`src/logic/sys_err_pkg.sv`:
```
// shared constants for the system error escalation block
package sys_err_pkg;
  // sticky flag positions in the status vector
  localparam int FLG_PCI_SERR = 0;
  localparam int FLG_PCI_PERR = 1;
  localparam int FLG_FSB_PAR = 2;
  localparam int FLG_MEM_CE = 3;
  localparam int FLG_MEM_UE = 4;
  localparam int FLG_FSB_PROTO = 5;
  localparam int FLG_LINK_PAR = 6;
  localparam int FLG_LINK_PROTO = 7;
  localparam int FLG_W = 8;
  // class enable positions
  localparam int EN_PCI = 0;
  localparam int EN_FSB = 1;
  localparam int EN_MEM = 2;
  localparam int EN_LINK = 3;
  localparam int EN_W = 4;
  // error report mask fields
  localparam int MASK_CE = 0;
  localparam int MASK_FATAL = 1;
  localparam int MASK_W = 2;
  // reset values
  localparam logic [FLG_W-1:0] FLAGS_RST = 8'h00;
  localparam logic SERR_NMI_EN_RST = 1'b1;
  localparam logic [MASK_W-1:0] MASK_RST = 2'h3;
  // acknowledge wait in cycles before a request counts as unanswered
  localparam int ACK_WAIT = 16;
  localparam int ACK_CNT_W = 5;
  typedef enum logic [1:0] {LNK_IDLE, LNK_WAIT, LNK_RETRY} link_state_t;
endpackage

```
`src/logic/system_error_escalation.sv`:
```
// system error collection and escalation to nmi, smi and fatal outputs
`timescale 1ns/1ps
module system_error_escalation
  import sys_err_pkg::*;
#(
  parameter int DATA_W = 64, // processor bus data width
  parameter int LINK_W = 16 // interconnect bus word width
) (
  input wire logic clk_sys, // 20 mhz system clock
  input wire logic rst_n, // synchronous reset, active low
  input wire logic global_en, // group enable for all classes
  input wire logic [sys_err_pkg::EN_W-1:0] class_en, // per class enables
  input wire logic serr_nmi_en_wr, // pulse: load nmi routing enable
  input wire logic serr_nmi_en_val, // value for nmi routing enable
  input wire logic [sys_err_pkg::MASK_W-1:0] mask_wr_val, // error_report_mask value
  input wire logic mask_wr, // pulse: load error_report_mask
  input wire logic [sys_err_pkg::FLG_W-1:0] flag_clr, // write one to clear flags
  input wire logic pci_perr_n, // pci parity error pin
  input wire logic pci_serr_n, // pci system error pin
  input wire logic fsb_valid, // processor bus phase valid
  input wire logic [DATA_W-1:0] fsb_addr_req, // address/request bits
  input wire logic fsb_par, // parity sent with phase
  input wire logic fsb_proto_err, // bus protocol violation seen
  input wire logic [DATA_W-1:0] fsb_wdata, // data to drive onto processor bus
  input wire logic fsb_wvalid, // drive data this cycle
  input wire logic mem_ce, // correctable memory ecc event
  input wire logic mem_ue, // uncorrectable memory ecc event
  input wire logic rx_valid, // link receive word valid
  input wire logic [LINK_W-1:0] rx_data, // link receive word
  input wire logic rx_par, // link receive parity
  input wire logic tx_req, // user request to send on link
  input wire logic [LINK_W-1:0] tx_req_data, // user request word
  input wire logic link_ack, // link acknowledge from far end
  input wire logic link_ack_err, // acknowledge reports error
  output logic nmi, // nmi request
  output logic smi, // smi request
  output logic alert_n, // correctable error output, active low
  output logic fatal_n, // fatal error output, active low
  output logic halt, // system halt request
  output logic log_req, // pulse: ask management controller to log
  output logic log_dimm_valid, // log entry carries failing dimm location
  output logic [sys_err_pkg::FLG_W-1:0] flags, // sticky status
  output logic serr_nmi_en, // current nmi routing enable
  output logic [sys_err_pkg::MASK_W-1:0] error_report_mask, // current mask
  output logic [DATA_W-1:0] fsb_data_out, // driven data
  output logic [7:0] fsb_ecc_out, // driven check bits
  output logic fsb_data_oe, // processor bus data enable
  output logic tx_valid, // link transmit valid
  output logic [LINK_W-1:0] tx_data, // link transmit word
  output logic tx_par, // link transmit parity
  output logic tx_busy // link requester not ready
);
  import sys_err_pkg::*;

  // simple check-bit code: parity over interleaved slices of the data
  function automatic logic [7:0] ecc_gen(input logic [DATA_W-1:0] d);
    logic [7:0] e;
    e = 8'h00;
    for (int i = 0; i < DATA_W; i++) begin
      e[i % 8] = e[i % 8] ^ d[i];
    end
    return e;
  endfunction

  ////////////////////////////////////////////////////////////////
  // pin synchronisers for asynchronous error pins
  logic [1:0] perr_sync;
  logic [1:0] serr_sync;
  logic [1:0] ce_sync;
  logic [1:0] ue_sync;
  always_ff @(posedge clk_sys) begin
    if (!rst_n) begin
      perr_sync <= 2'h3;
      serr_sync <= 2'h3;
      ce_sync <= 2'h0;
      ue_sync <= 2'h0;
    end else begin
      perr_sync <= {perr_sync[0], pci_perr_n};
      serr_sync <= {serr_sync[0], pci_serr_n};
      ce_sync <= {ce_sync[0], mem_ce};
      ue_sync <= {ue_sync[0], mem_ue};
    end
  end

  ////////////////////////////////////////////////////////////////
  // class enables and event detection
  // class and group gating
  wire en_pci = global_en & class_en[EN_PCI];
  wire en_fsb = global_en & class_en[EN_FSB];
  wire en_mem = global_en & class_en[EN_MEM];
  wire en_link = global_en & class_en[EN_LINK];
  // pci system error line carries all non-parity pci errors
  wire ev_pci_serr = en_pci & ~serr_sync[1];
  // parity pin only logged; the master escalates via serr if it chooses
  wire ev_pci_perr = en_pci & ~perr_sync[1];
  wire ev_fsb_par = en_fsb & fsb_valid & ((^fsb_addr_req) != fsb_par);
  wire ev_fsb_proto = en_fsb & fsb_proto_err;
  wire ev_ce = en_mem & ce_sync[1];
  wire ev_ue = en_mem & ue_sync[1];
  // receive parity checked on every link word
  wire ev_link_par = en_link & rx_valid & ((^rx_data) != rx_par);
  logic ev_link_proto;
  wire [FLG_W-1:0] events = {ev_link_proto, ev_link_par, ev_fsb_proto, ev_ue,
                             ev_ce, ev_fsb_par, ev_pci_perr, ev_pci_serr};

  ////////////////////////////////////////////////////////////////
  // sticky flags; a new event beats a clear in the same cycle
  // sticky hold until cleared
  wire [FLG_W-1:0] next_flags = (flags & ~flag_clr) | events;
  always_ff @(posedge clk_sys) begin
    if (!rst_n) begin
      flags <= FLAGS_RST;
    end else begin
      flags <= next_flags;
    end
  end

  ////////////////////////////////////////////////////////////////
  // configuration: routing enable and error report mask
  // routing enable comes up set
  always_ff @(posedge clk_sys) begin
    if (!rst_n) begin
      serr_nmi_en <= SERR_NMI_EN_RST;
      error_report_mask <= MASK_RST;
    end else begin
      if (serr_nmi_en_wr) begin
        serr_nmi_en <= serr_nmi_en_val;
      end
      if (mask_wr) begin
        error_report_mask <= mask_wr_val;
      end
    end
  end

  ////////////////////////////////////////////////////////////////
  // escalation outputs, all registered; nmi, smi, alert, fatal and halt from the sticky flags, log outputs from the events
  // serr to nmi
  wire next_nmi = flags[FLG_PCI_SERR] & serr_nmi_en;
  wire next_alert = flags[FLG_MEM_CE] & error_report_mask[MASK_CE];
  wire fatal_src = flags[FLG_MEM_UE] | flags[FLG_FSB_PROTO] | flags[FLG_FSB_PAR] |
                   flags[FLG_LINK_PAR] | flags[FLG_LINK_PROTO];
  // fatal gated by its own mask bit
  wire next_fatal = fatal_src & error_report_mask[MASK_FATAL];
  // correctable ecc raises smi without halting
  wire next_smi = flags[FLG_MEM_CE];
  // uncorrectable ecc halts; halt is held until reset, a fatal stop
  wire next_halt = halt | flags[FLG_MEM_UE];
  wire log_ev = ev_ce | ev_ue;
  always_ff @(posedge clk_sys) begin
    if (!rst_n) begin
      nmi <= 1'b0;
      smi <= 1'b0;
      alert_n <= 1'b1;
      fatal_n <= 1'b1;
      halt <= 1'b0;
      log_req <= 1'b0;
      log_dimm_valid <= 1'b0;
    end else begin
      nmi <= next_nmi;
      smi <= next_smi;
      alert_n <= ~next_alert;
      fatal_n <= ~next_fatal;
      halt <= next_halt;
      // log request; dimm location only for correctable events
      log_req <= log_ev;
      log_dimm_valid <= ev_ce & ~ev_ue;
    end
  end

  ////////////////////////////////////////////////////////////////
  // processor bus data drive with check bits
  // ecc always generated with driven data
  always_ff @(posedge clk_sys) begin
    if (!rst_n) begin
      fsb_data_out <= '0;
      fsb_ecc_out <= 8'h00;
      fsb_data_oe <= 1'b0;
    end else begin
      fsb_data_oe <= fsb_wvalid;
      if (fsb_wvalid) begin
        fsb_data_out <= fsb_wdata;
        fsb_ecc_out <= ecc_gen(fsb_wdata);
      end
    end
  end

  ////////////////////////////////////////////////////////////////
  // interconnect requester: send, await ack, retry on error or timeout
  link_state_t lstate;
  link_state_t next_lstate;
  logic [ACK_CNT_W-1:0] ack_cnt;
  wire ack_timeout = (ack_cnt == ACK_CNT_W'(ACK_WAIT - 1));
  wire ack_bad = (lstate == LNK_WAIT) & ((link_ack & link_ack_err) | (~link_ack & ack_timeout));
  assign tx_busy = (lstate != LNK_IDLE);
  // bad or missing ack is reported
  assign ev_link_proto = en_link & ack_bad;
  always_comb begin
    next_lstate = lstate;
    case (lstate)
      LNK_IDLE: begin
        if (tx_req) begin
          next_lstate = LNK_WAIT;
        end
      end
      LNK_WAIT: begin
        if (ack_bad) begin
          next_lstate = LNK_RETRY;
        end else if (link_ack) begin
          next_lstate = LNK_IDLE;
        end
      end
      LNK_RETRY: next_lstate = LNK_WAIT;
      default: next_lstate = LNK_IDLE;
    endcase
  end
  always_ff @(posedge clk_sys) begin
    if (!rst_n) begin
      lstate <= LNK_IDLE;
      ack_cnt <= '0;
      tx_valid <= 1'b0;
      tx_data <= '0;
      tx_par <= 1'b0;
    end else begin
      lstate <= next_lstate;
      ack_cnt <= (next_lstate == LNK_WAIT && lstate == LNK_WAIT) ? ack_cnt + 1'b1 : '0;
      tx_valid <= (lstate == LNK_IDLE && tx_req) || lstate == LNK_RETRY;
      if (lstate == LNK_IDLE && tx_req) begin
        tx_data <= tx_req_data;
        tx_par <= ^tx_req_data;
      end
    end
  end

  ////////////////////////////////////////////////////////////////
  // checks on the escalation paths
  AST_NMI_ROUTE: assert property (@(posedge clk_sys) disable iff (!rst_n)
    flags[FLG_PCI_SERR] && serr_nmi_en |=> nmi)
    else $error("nmi not raised for routed system error");
  AST_NMI_OFF: assert property (@(posedge clk_sys) disable iff (!rst_n)
    !serr_nmi_en |=> !nmi)
    else $error("nmi raised with routing disabled");
  AST_ALERT_MASK: assert property (@(posedge clk_sys) disable iff (!rst_n)
    !error_report_mask[MASK_CE] |=> alert_n)
    else $error("alert asserted while masked");
  AST_ALERT_CE: assert property (@(posedge clk_sys) disable iff (!rst_n)
    ev_ce && error_report_mask[MASK_CE] && !mask_wr |=> ##1 !alert_n)
    else $error("alert missing after correctable error");
  AST_FATAL_MASK: assert property (@(posedge clk_sys) disable iff (!rst_n)
    !error_report_mask[MASK_FATAL] |=> fatal_n)
    else $error("fatal asserted while masked");
  AST_FATAL_UE: assert property (@(posedge clk_sys) disable iff (!rst_n)
    ev_ue && error_report_mask[MASK_FATAL] && !mask_wr |=> ##1 !fatal_n)
    else $error("fatal missing after uncorrectable error");
  AST_STICKY: assert property (@(posedge clk_sys) disable iff (!rst_n)
    flags[FLG_MEM_CE] && !flag_clr[FLG_MEM_CE] |=> flags[FLG_MEM_CE])
    else $error("sticky flag lost without clear");
  AST_HALT_UE: assert property (@(posedge clk_sys) disable iff (!rst_n)
    ev_ue |=> ##1 halt ##1 halt)
    else $error("halt not held after uncorrectable error");
  AST_ECC: assert property (@(posedge clk_sys) disable iff (!rst_n)
    fsb_wvalid |=> fsb_data_oe && fsb_ecc_out == ecc_gen($past(fsb_wdata)))
    else $error("check bits wrong on driven data");
  AST_RETRY: assert property (@(posedge clk_sys) disable iff (!rst_n)
    ack_bad |=> ##1 tx_valid)
    else $error("link request not retried");
  AST_FSB_PAR: assert property (@(posedge clk_sys) disable iff (!rst_n)
    ev_fsb_par |=> flags[FLG_FSB_PAR])
    else $error("bus parity error not flagged");
  AST_HALT_HOLD: assert property (@(posedge clk_sys) disable iff (!rst_n)
    halt |=> halt)
    else $error("halt released before reset");
  AST_SMI_CE: assert property (@(posedge clk_sys) disable iff (!rst_n)
    ev_ce |=> ##1 smi)
    else $error("smi missing after correctable error");
  COV_NMI: cover property (@(posedge clk_sys) disable iff (!rst_n) ev_pci_serr ##[1:4] nmi);
  COV_CE: cover property (@(posedge clk_sys) disable iff (!rst_n) ev_ce ##[1:4] smi);
  COV_UE: cover property (@(posedge clk_sys) disable iff (!rst_n) ev_ue ##[1:4] halt);
  COV_RETRY: cover property (@(posedge clk_sys) disable iff (!rst_n) lstate == LNK_RETRY);
  COV_LINK_FATAL: cover property (@(posedge clk_sys) disable iff (!rst_n) ev_link_par ##[1:4] !fatal_n);
endmodule

```
`config.mk`:
```
export PLATFORM = sky130hd
export DESIGN_NAME = system_error_escalation
export DESIGN_NICKNAME = d
export VERILOG_FILES = /design/src/logic/sys_err_pkg.sv /design/src/logic/system_error_escalation.sv
export SDC_FILE = /design/constraint.sdc
export NUM_CORES = 1
export LEC_CHECK = 0
export BUFFER_PORTS_ARGS = -buffer_cell sky130_fd_sc_hd__buf_2
export CAP_MARGIN = 10
export CORE_UTILIZATION = 35
export CTS_BUF_LIST = sky130_fd_sc_hd__clkbuf_8
export DETAILED_ROUTE_END_ITERATION = 8
export PLACE_DENSITY = 0.75
export SYNTH_ARGS = -nofsm -noshare
export SYNTH_HDL_FRONTEND = slang
export SYNTH_SLANG_ARGS = --single-unit
```
`constraint.sdc`:
```
create_clock -name clk_sys -period 3.5 [get_ports clk_sys]
set_input_delay 0.7 -clock clk_sys [delete_from_list [all_inputs] [get_ports clk_sys]]
set_output_delay 0.7 -clock clk_sys [all_outputs]
set_load 0.05 [all_outputs]
```
# Yosys cells after proc, flatten, opt, wreduce, memory -nomap -nowiden

Index checks and enable logic that the tools add are counted.

Bits in registers: 124
Word-level logic and storage cells: 135

Add/subtract/negate cells: 1
Eq/ne operators: 6
Muxes and demuxes: 4
Bitwise operators: 93
Reduce and logical (&&, ||, !) cells: 9

Operators by type and width:

| cell                                           | count |
|---|---|
| XOR reduction 64 bit                           | 1 |
| XOR 1 bit                                      | 56 |
| XOR reduction 16 bit                           | 2 |
| AND 1 bit                                      | 21 |
| AND 8 bit                                      | 1 |
| NOT 8 bit                                      | 1 |
| bitwise OR 8 bit                               | 1 |
| bitwise OR 1 bit                               | 7 |
| two-way mux 2 bit                              | 3 |
| NOT 1 bit                                      | 6 |
| one-hot mux 2 bit (3 select lines)             | 1 |
| adder 5 x 1 -> 5 bit (second input constant)   | 1 |
| == test 5 x 4 -> 1 bit (second input constant) | 1 |
| == test 2 x 1 -> 1 bit (second input constant) | 2 |
| == test 2 bit (second input constant)          | 1 |
| logical AND 1 bit                              | 2 |
| zero test 2 bit                                | 1 |
| != test 1 bit                                  | 2 |
| AND reduction 2 bit                            | 1 |
| nonzero test 2 bit                             | 1 |
| logical OR 1 bit                               | 1 |

# Longest topological paths before layout

Gate-level depths: netlist of the first run.

Depth in word-level cells: 9
Gate-level depth with buffers: 7
Depth with buffers taken out: 7

# Worst setup path before layout of the first run

OpenSTA, ideal clock, no wires.

Path kind: input to register
From: in fsb_addr_req[51]
To: reg flags[2] in the netlist's numbering
Library setup time: 0.119 ns
Arrival time: 1.922 ns
Data required time: 3.381 ns
Path slack: 1.459 ns
Cell stages on the path: 7
Path buffers: 0
Path through: xor2_1 xnor2_1 xnor2_1 xnor2_1 xnor3_1 xnor2_1 o21ai_1

Longest elaborated chain between the ends: 4

RTL lines:

| what                   | RTL line                       | source |
|---|---|---|
| start: declaration     | system_error_escalation.sv:21  | `input wire logic [DATA_W-1:0] fsb_addr_req,` |
| XOR reduction 64 bit   | system_error_escalation.sv:96  | `wire ev_fsb_par = en_fsb & fsb_valid & ((^fsb_addr_req) != fsb_par);` |
| != test 1 bit          | system_error_escalation.sv:96  |  |
| AND 1 bit              | system_error_escalation.sv:96  |  |
| bitwise OR 8 bit       | system_error_escalation.sv:109 | `wire [FLG_W-1:0] next_flags = (flags & ~flag_clr) \| events;` |
| end signal: assignment | system_error_escalation.sv:114 | `flags <= next_flags;` |
| end: declaration       | system_error_escalation.sv:42  | `output logic [sys_err_pkg::FLG_W-1:0] flags,` |

No other way between the ends.
A chain may end at the register's enable or synchronous reset.

# Final worst setup path of the first run

From: reg lstate[1]
To: out tx_busy

Longest elaborated chain between the ends: 1

RTL lines:

| what                     | RTL line                       | source |
|---|---|---|
| start: declaration       | system_error_escalation.sv:189 | `link_state_t lstate;` |
| start signal: assignment | system_error_escalation.sv:224 | `lstate <= next_lstate;` |
| nonzero test 2 bit       | system_error_escalation.sv:194 | `assign tx_busy = (lstate != LNK_IDLE);` |
| end: declaration         | system_error_escalation.sv:51  | `output logic tx_busy` |

No other way between the ends.

==> out/results.txt, run 1 <==
n_diodes - 0
Final #Nets - 1,061
VDD IR max - 0.000301 V
min cycle time layout - 1.86 ns
final-report max-slew violation count - 0
clk sinks - 124
area taken by flip-flops and latches - 2480 um2
First-pass DRT Iterations - 4
net switching power - 1.27 mW
pwr dens - 500 nW/um2
Final Hold Fails - 0
syn nets - 764
crit end category - primary output
input/output buffers - 302
FILL cells - 1,565
cell family with most CP delay - flip-flops
Die W - 131 um
share of cells above drive strength 1 - 0.381
Max H-tree Level - 4
Ys Warns - 0
area leader, netlist - dfxtp_1
Via-to-Cell Ratio - 4.29
Clk Latency, worst-skew pair - 0.42 ns
Synth top area share - 0.429
Setup TNS - 0 ns
syn avg cell area - 10.2 um2
clk buf depth - 2
top-count cell post-synth - xnor2_1
Clock power frac - 0.295
Post-DP HPWL - 11,400 um
Worst setup SP type - register
Power Total - 3.92 mW
Hold Path Class - register to register
vias in the first global route - 4,405
Row Count - 46
drt drc - 0
Num CTS Buffers - 17
commonest register cell after synthesis - dfxtp_1
pin count of the biggest net entering global routing - 48
FFs w/ async S/R, synth - 0
num ports - 303
final hold slack - 0.398 ns
DRT iter0 DRCs - 159
outcome - finished, final reports clean
DIE AREA - 17,000 um2
Die Height - 131 um
Post-CTS Hold Buffers - 0
Static Leak - 3.73 nW
Final period util - 0.532
CP cell instances - nor2_1 -> inv_1 -> buf_2
synthesis-to-layout area growth - 35.8%
count of cell types in the netlist - 30
Worst Path Buf+Inv - 2
Fin Clk Skew - 0.00538 ns
Post-CTS Setup Repair Bufs - 0
GRT overflow - 0
Placement Cell Area - 7500 um2
part of the power in registers - 0.393
Comb pwr share - 0.312
crit path DAT - 1.16 ns
critical path required time - 2.80 ns
max-cap viol count - 0
RSZ-0062 raised after global routing - no
core area - 16,000 um2
Max-slew headroom - 0.575
crit-path max FO - 3
max frequency - 0.537 GHz
WL per Instance - 13.5 um
GP Congestion - 0.827
P_int - 2.65 mW
post-CTS sizing - 0
Sw Share - 0.323
Routed Antenna Nets - 0
Crit-path slowest cell - dfxtp_1
total track usage - 0.169
Initial Utilization - 0.361
Yosys reg bits - 124
antenna violations before repair - 0
first-pass GRT wire length - 21,900 um
top cells by area, synth - dfxtp_1, xnor2_1, mux2i_1
CTS tree - built
Crit Path Category - register to primary output
Design Area, Final - 7850 um2
final WL - 14,700 um
Post-synth EDFFs - 0
multi-input logic area - 3180 um2
Tightest Pin Transition - 0.637 ns
DR vias - 4,681
Mapped Area - 5780 um2
Root Driver - clkbuf_8
crit-path max cell delay - 0.32 ns
sequential fraction of the synthesis area - 0.429
Worst-path clk slew - 0.07 ns
top cells by count, synth - xnor2_1, dfxtp_1, mux2i_1
# setup viols final - 0
Final Util - 0.491
Syn Inst Count - 569
[cells in the final DEF (no fill, tap or decap), types with 2 or more instances in the layout]
cell / n
xor2_1: 13
bufinv_16: 2
nor2b_1: 64
ha_1: 2
a21boi_0: 19
buf_2: 301
nand3_1: 6
nand2_1: 48
and3_1: 2
nand2b_1: 9
nor2_1: 10
clkbuf_8: 18
nor3b_1: 2
nand3b_1: 3
o211a_1: 9
dfxtp_1: 124
inv_1: 6
mux2i_1: 68
xnor2_1: 137
o22ai_1: 2
buf_4: 3
clkinv_2: 5
nand4_1: 2
and2_1: 9
clkinvlp_4: 2
[registers in the layout, summed over array words and instances (netlist names), 5 cells and up]
| name | flops |
|---|---|
| fsb_ecc_out | 8 |
| tx_data | 16 |
| fsb_data_out | 64 |
| flags | 8 |
| ack_cnt | 5 |
[stage by stage]
| stage | setup slack [ns] | cells |
|---|---|---|
| after floorplan | 1.46 | 569 |
| after global placement | 1.28 | 1063 |
| after detailed placement | 1.28 | 1063 |
| after CTS | 1.59 | 1091 |
| after global routing | 1.55 | 1091 |
| final | 1.64 | 1091 |
[power groups by stage]
stage               registers (mW)  clock network (mW)  logic, mW
global route                  1.55                1.26       1.32
global placement              1.57                   0       1.23
detailed placement            1.57                   0       1.24
CTS                           1.54                1.20       1.24
finish                        1.54                1.16       1.23
floorplan                     1.86                   0      0.626
[final timing paths]
path                        startpoint         end  slack, ns  cells after the start
setup reg to reg            ack_cnt[0]  ack_cnt[2]       1.93                      5
hold reg to reg   error_report_mask[0]     alert_n       0.40                      1
setup / recovery             lstate[1]     tx_busy       1.64                      3
hold / removal    error_report_mask[0]     alert_n       0.40                      1
[per-layer routing]
layer,track usage,routed length (um),up-vias
met1,0.209,6660,2114
li1,-,-,2423
met5,0,0,-
met2,0.278,7120,131
met4,0.0575,176,0
met3,0.0517,784,13
[logic make-up (layout without fill, tap and decap cells)]
family	Yosys count	after routing	share of synthesized area
DFF	124	124	0.429
and+or+nand+nor	157	157	0.145
muxes	68	68	0.118
AOI/OAI and AO/OA	34	34	0.0472
buffers and inverters	32	338	0.0210
adders and majority gates	2	2	0.00433
xor gates and xnor gates	152	152	0.236
[layout make-up]
class / instances / area share
clock buffer: 18 / 0.0316
clock inverter: 10 / 0.0132
inverter: 5 / 0.00239
multi-input combinational: 413 / 0.405
sequential: 124 / 0.316
tap: 216 / 0.0344
timing repair buffer: 305 / 0.197
No activity file was read; power rests on OpenSTA's default activity.
==> run 2, diff against run 1 <==
--- a/config.mk
+++ b/config.mk
@@ -10,7 +10,7 @@
 export CORE_UTILIZATION = 35
 export CTS_BUF_LIST = sky130_fd_sc_hd__clkbuf_8
 export DETAILED_ROUTE_END_ITERATION = 8
-export PLACE_DENSITY = 0.75
+export PLACE_DENSITY = 0.77
 export SYNTH_ARGS = -nofsm -noshare
 export SYNTH_HDL_FRONTEND = slang
 export SYNTH_SLANG_ARGS = --single-unit
==> constraint.sdc (replaced) <==
create_clock -name clk_sys -period 1.66 [get_ports clk_sys]
set_input_delay 0.332 -clock clk_sys [delete_from_list [all_inputs] [get_ports clk_sys]]
set_output_delay 0.332 -clock clk_sys [all_outputs]
set_load 0.05 [all_outputs]
==> run 2 against run 1 <==
Net effect: non-clock buffer count rose by 5; combinational power rose by 110%; sequential power rose by 110%; critical path depth rose by 2; via count rose by 3.1%; die area did not move; sequential share of layout area fell by 0.36 points; clock power rose by 120%; critical path type is now register to register; critical endpoint is now ack_cnt[2].
==> out/results.txt, run 2 (synthesis results as in run 1) <==
outcome - finished, final reports clean (unchanged)
DIE AREA - 17,000 um2 (unchanged)
met1 WL - 6550 um (was 6660 um)
# setup viols final - 0 (unchanged)
clk sinks - 124 (unchanged)
Fin Clk Skew - 0.0134 ns (was 0.00538 ns)
drt drc - 0 (unchanged)
Initial Utilization - 0.361 (unchanged)
GP Congestion - 0.761 (was 0.827)
Hold Path Class - input pin to register (was register to register)
Max H-tree Level - 4 (unchanged)
Final period util - 0.913
max frequency - 0.660 GHz
VDD IR max - 0.000643 V (was 0.000301 V)
n_diodes - 0 (unchanged)
WL per Instance - 13.8 um (was 13.5 um)
Via-to-Cell Ratio - 4.40 (was 4.29)
Die W - 131 um (unchanged)
DR vias - 4,828 (was 4,681)
Row Count - 46 (unchanged)
Final Hold Fails - 0 (unchanged)
Setup TNS - 0 ns (unchanged)
post-place setup slack - -0.226 ns (was 1.28 ns)
Post-CTS Hold Buffers - 0 (unchanged)
first-pass GRT wire length - 22,000 um (was 21,900 um)
Largest register FFs - 64 (unchanged)
Max-slew headroom - 0.611 (was 0.575)
crit end category - register (was primary output)
CTS tree - built (unchanged)
Num CTS Buffers - 17 (unchanged)
crit-path max FO - 6 (was 3)
Power Total - 8.44 mW (was 3.92 mW)
WL met2 - 7340 um (was 7120 um)
share of cells above drive strength 1 - 0.385 (was 0.381)
Tightest Pin Transition - 0.583 ns (was 0.637 ns)
critical path required time - 2.03 ns (was 2.80 ns)
final WL - 15,100 um (was 14,700 um)
RSZ-0062 raised after global routing - no (unchanged)
Crit Path Category - register to register (was register to primary output)
Worst setup SP type - register (unchanged)
final-report max-slew violation count - 0 (unchanged)
min cycle time layout - 1.51 ns
pwr dens - 1060 nW/um2 (was 500 nW/um2)
final hold slack - 0.0883 ns (was 0.398 ns)
core area - 16,000 um2 (unchanged)
crit path DAT - 1.88 ns (was 1.16 ns)
Worst-path clk slew - 0.06 ns (was 0.07 ns)
First-pass DRT Iterations - 6 (was 4)
num ports - 303 (unchanged)
WL met3 - 917 um (was 784 um)
pin count of the biggest net entering global routing - 77 (was 48)
Regs by FF count - fsb_data_out x64, tx_data x16 (unchanged)
vias in the first global route - 4,417 (was 4,405)
Post-CTS Setup Repair Bufs - 0 (unchanged)
DRT iter0 DRCs - 221 (was 159)
Top Layer Used - met4 (unchanged)
total track usage - 0.172 (was 0.169)
Static Leak - 3.79 nW (was 3.73 nW)
GRT overflow - 0 (unchanged)
antenna violations before repair - 0 (unchanged)
clk buf depth - 2 (unchanged)
Die Height - 131 um (unchanged)
commonest cells after routing, fill and taps aside - buf_2, xnor2_1, dfxtp_1 (unchanged)
most common cell after layout, fill and taps aside - buf_2 (unchanged)
synthesis-to-layout area growth - 37.3% (was 35.8%)
Clk Latency, worst-skew pair - 0.44 ns (was 0.42 ns)
max-cap viol count - 0 (unchanged)
Routed Antenna Nets - 0 (unchanged)
Biggest register - fsb_data_out (unchanged)
Post-DP HPWL - 11,900 um (was 11,400 um)
fin worst setup slack - 0.145 ns (was 1.64 ns)
Root Driver - clkbuf_8 (unchanged)
Final #Nets - 1,066 (was 1,061)
input/output buffers - 302 (unchanged)
-- run 2: cell count changes in the layout (fill, tap and decap cells not counted), sizes merged --
cell	previous run	this run
clkinv	5	4
clkinvlp	2	1
clkbuf	18	20
buf	305	310
inv	6	7
-- run 2: worst paths after layout --
| kind | startpoint | to | slack, ns | cells after the start |
|---|---|---|---|---|
| min | pci_serr_n | serr_sync[0] | 0.09 | 2 |
| min reg2reg | perr_sync[0] | perr_sync[1] | 0.41 | 1 |
| max reg2reg | ack_cnt[0] | ack_cnt[2] | 0.15 | 5 |
| max | ack_cnt[0] | ack_cnt[2] | 0.15 | 5 |
-- run 2: critical path: stages (launching register included) --
cell and delay [ns]:
dfxtp_1 0.33, ha_1 0.22, and3_1 0.19, ha_1 0.19
or3_4 0.42, nor2_1 0.11
-- run 2: final cells by class --
| type | instances | area, um2 |
|---|---|---|
| flip-flops and latches | 124 | 2480 |
| fillers | 1532 | 8060 |
| well taps | 216 | 270 |
| inverters | 5 | 18.8 |
| repair buffers | 310 | 1610 |
| clock buffers | 20 | 275 |
| multi-input cells | 413 | 3180 |
| clock inverters | 9 | 98.8 |
-- run 2: through the flow --
step | std cells | utilization | instance area (um2)
2_1_floorplan | 569 | - | 5780
3_3_place_gp | 1068 | 0.473 | 7560
3_5_place_dp | 1068 | 0.473 | 7560
4_1_cts | 1097 | 0.496 | 7940
5_1_grt | 1097 | 0.496 | 7940
6_report | 1097 | 0.496 | 7940
-- run 2: per-layer routing --
layer / global-route usage / vias up
met5: 0 / -
met2: 0.279 / 150
met1: 0.213 / 2206
met4: 0.0865 / 0
li1: - / 2443
met3: 0.0436 / 29
-- run 2: where the power goes --
group	total [mW]	switching (mW)	internal [mW]
logic	2.62	1.48	1.14
registers	3.25	0.0906	3.16
clock network	2.56	1.15	1.41
total	8.44	2.72	5.71
-- run 2: timing repair --
action	CTS	global route
endpoints found under the setup margin	0	1
resized for setup	0	1
endpoints found under the hold margin	0	0
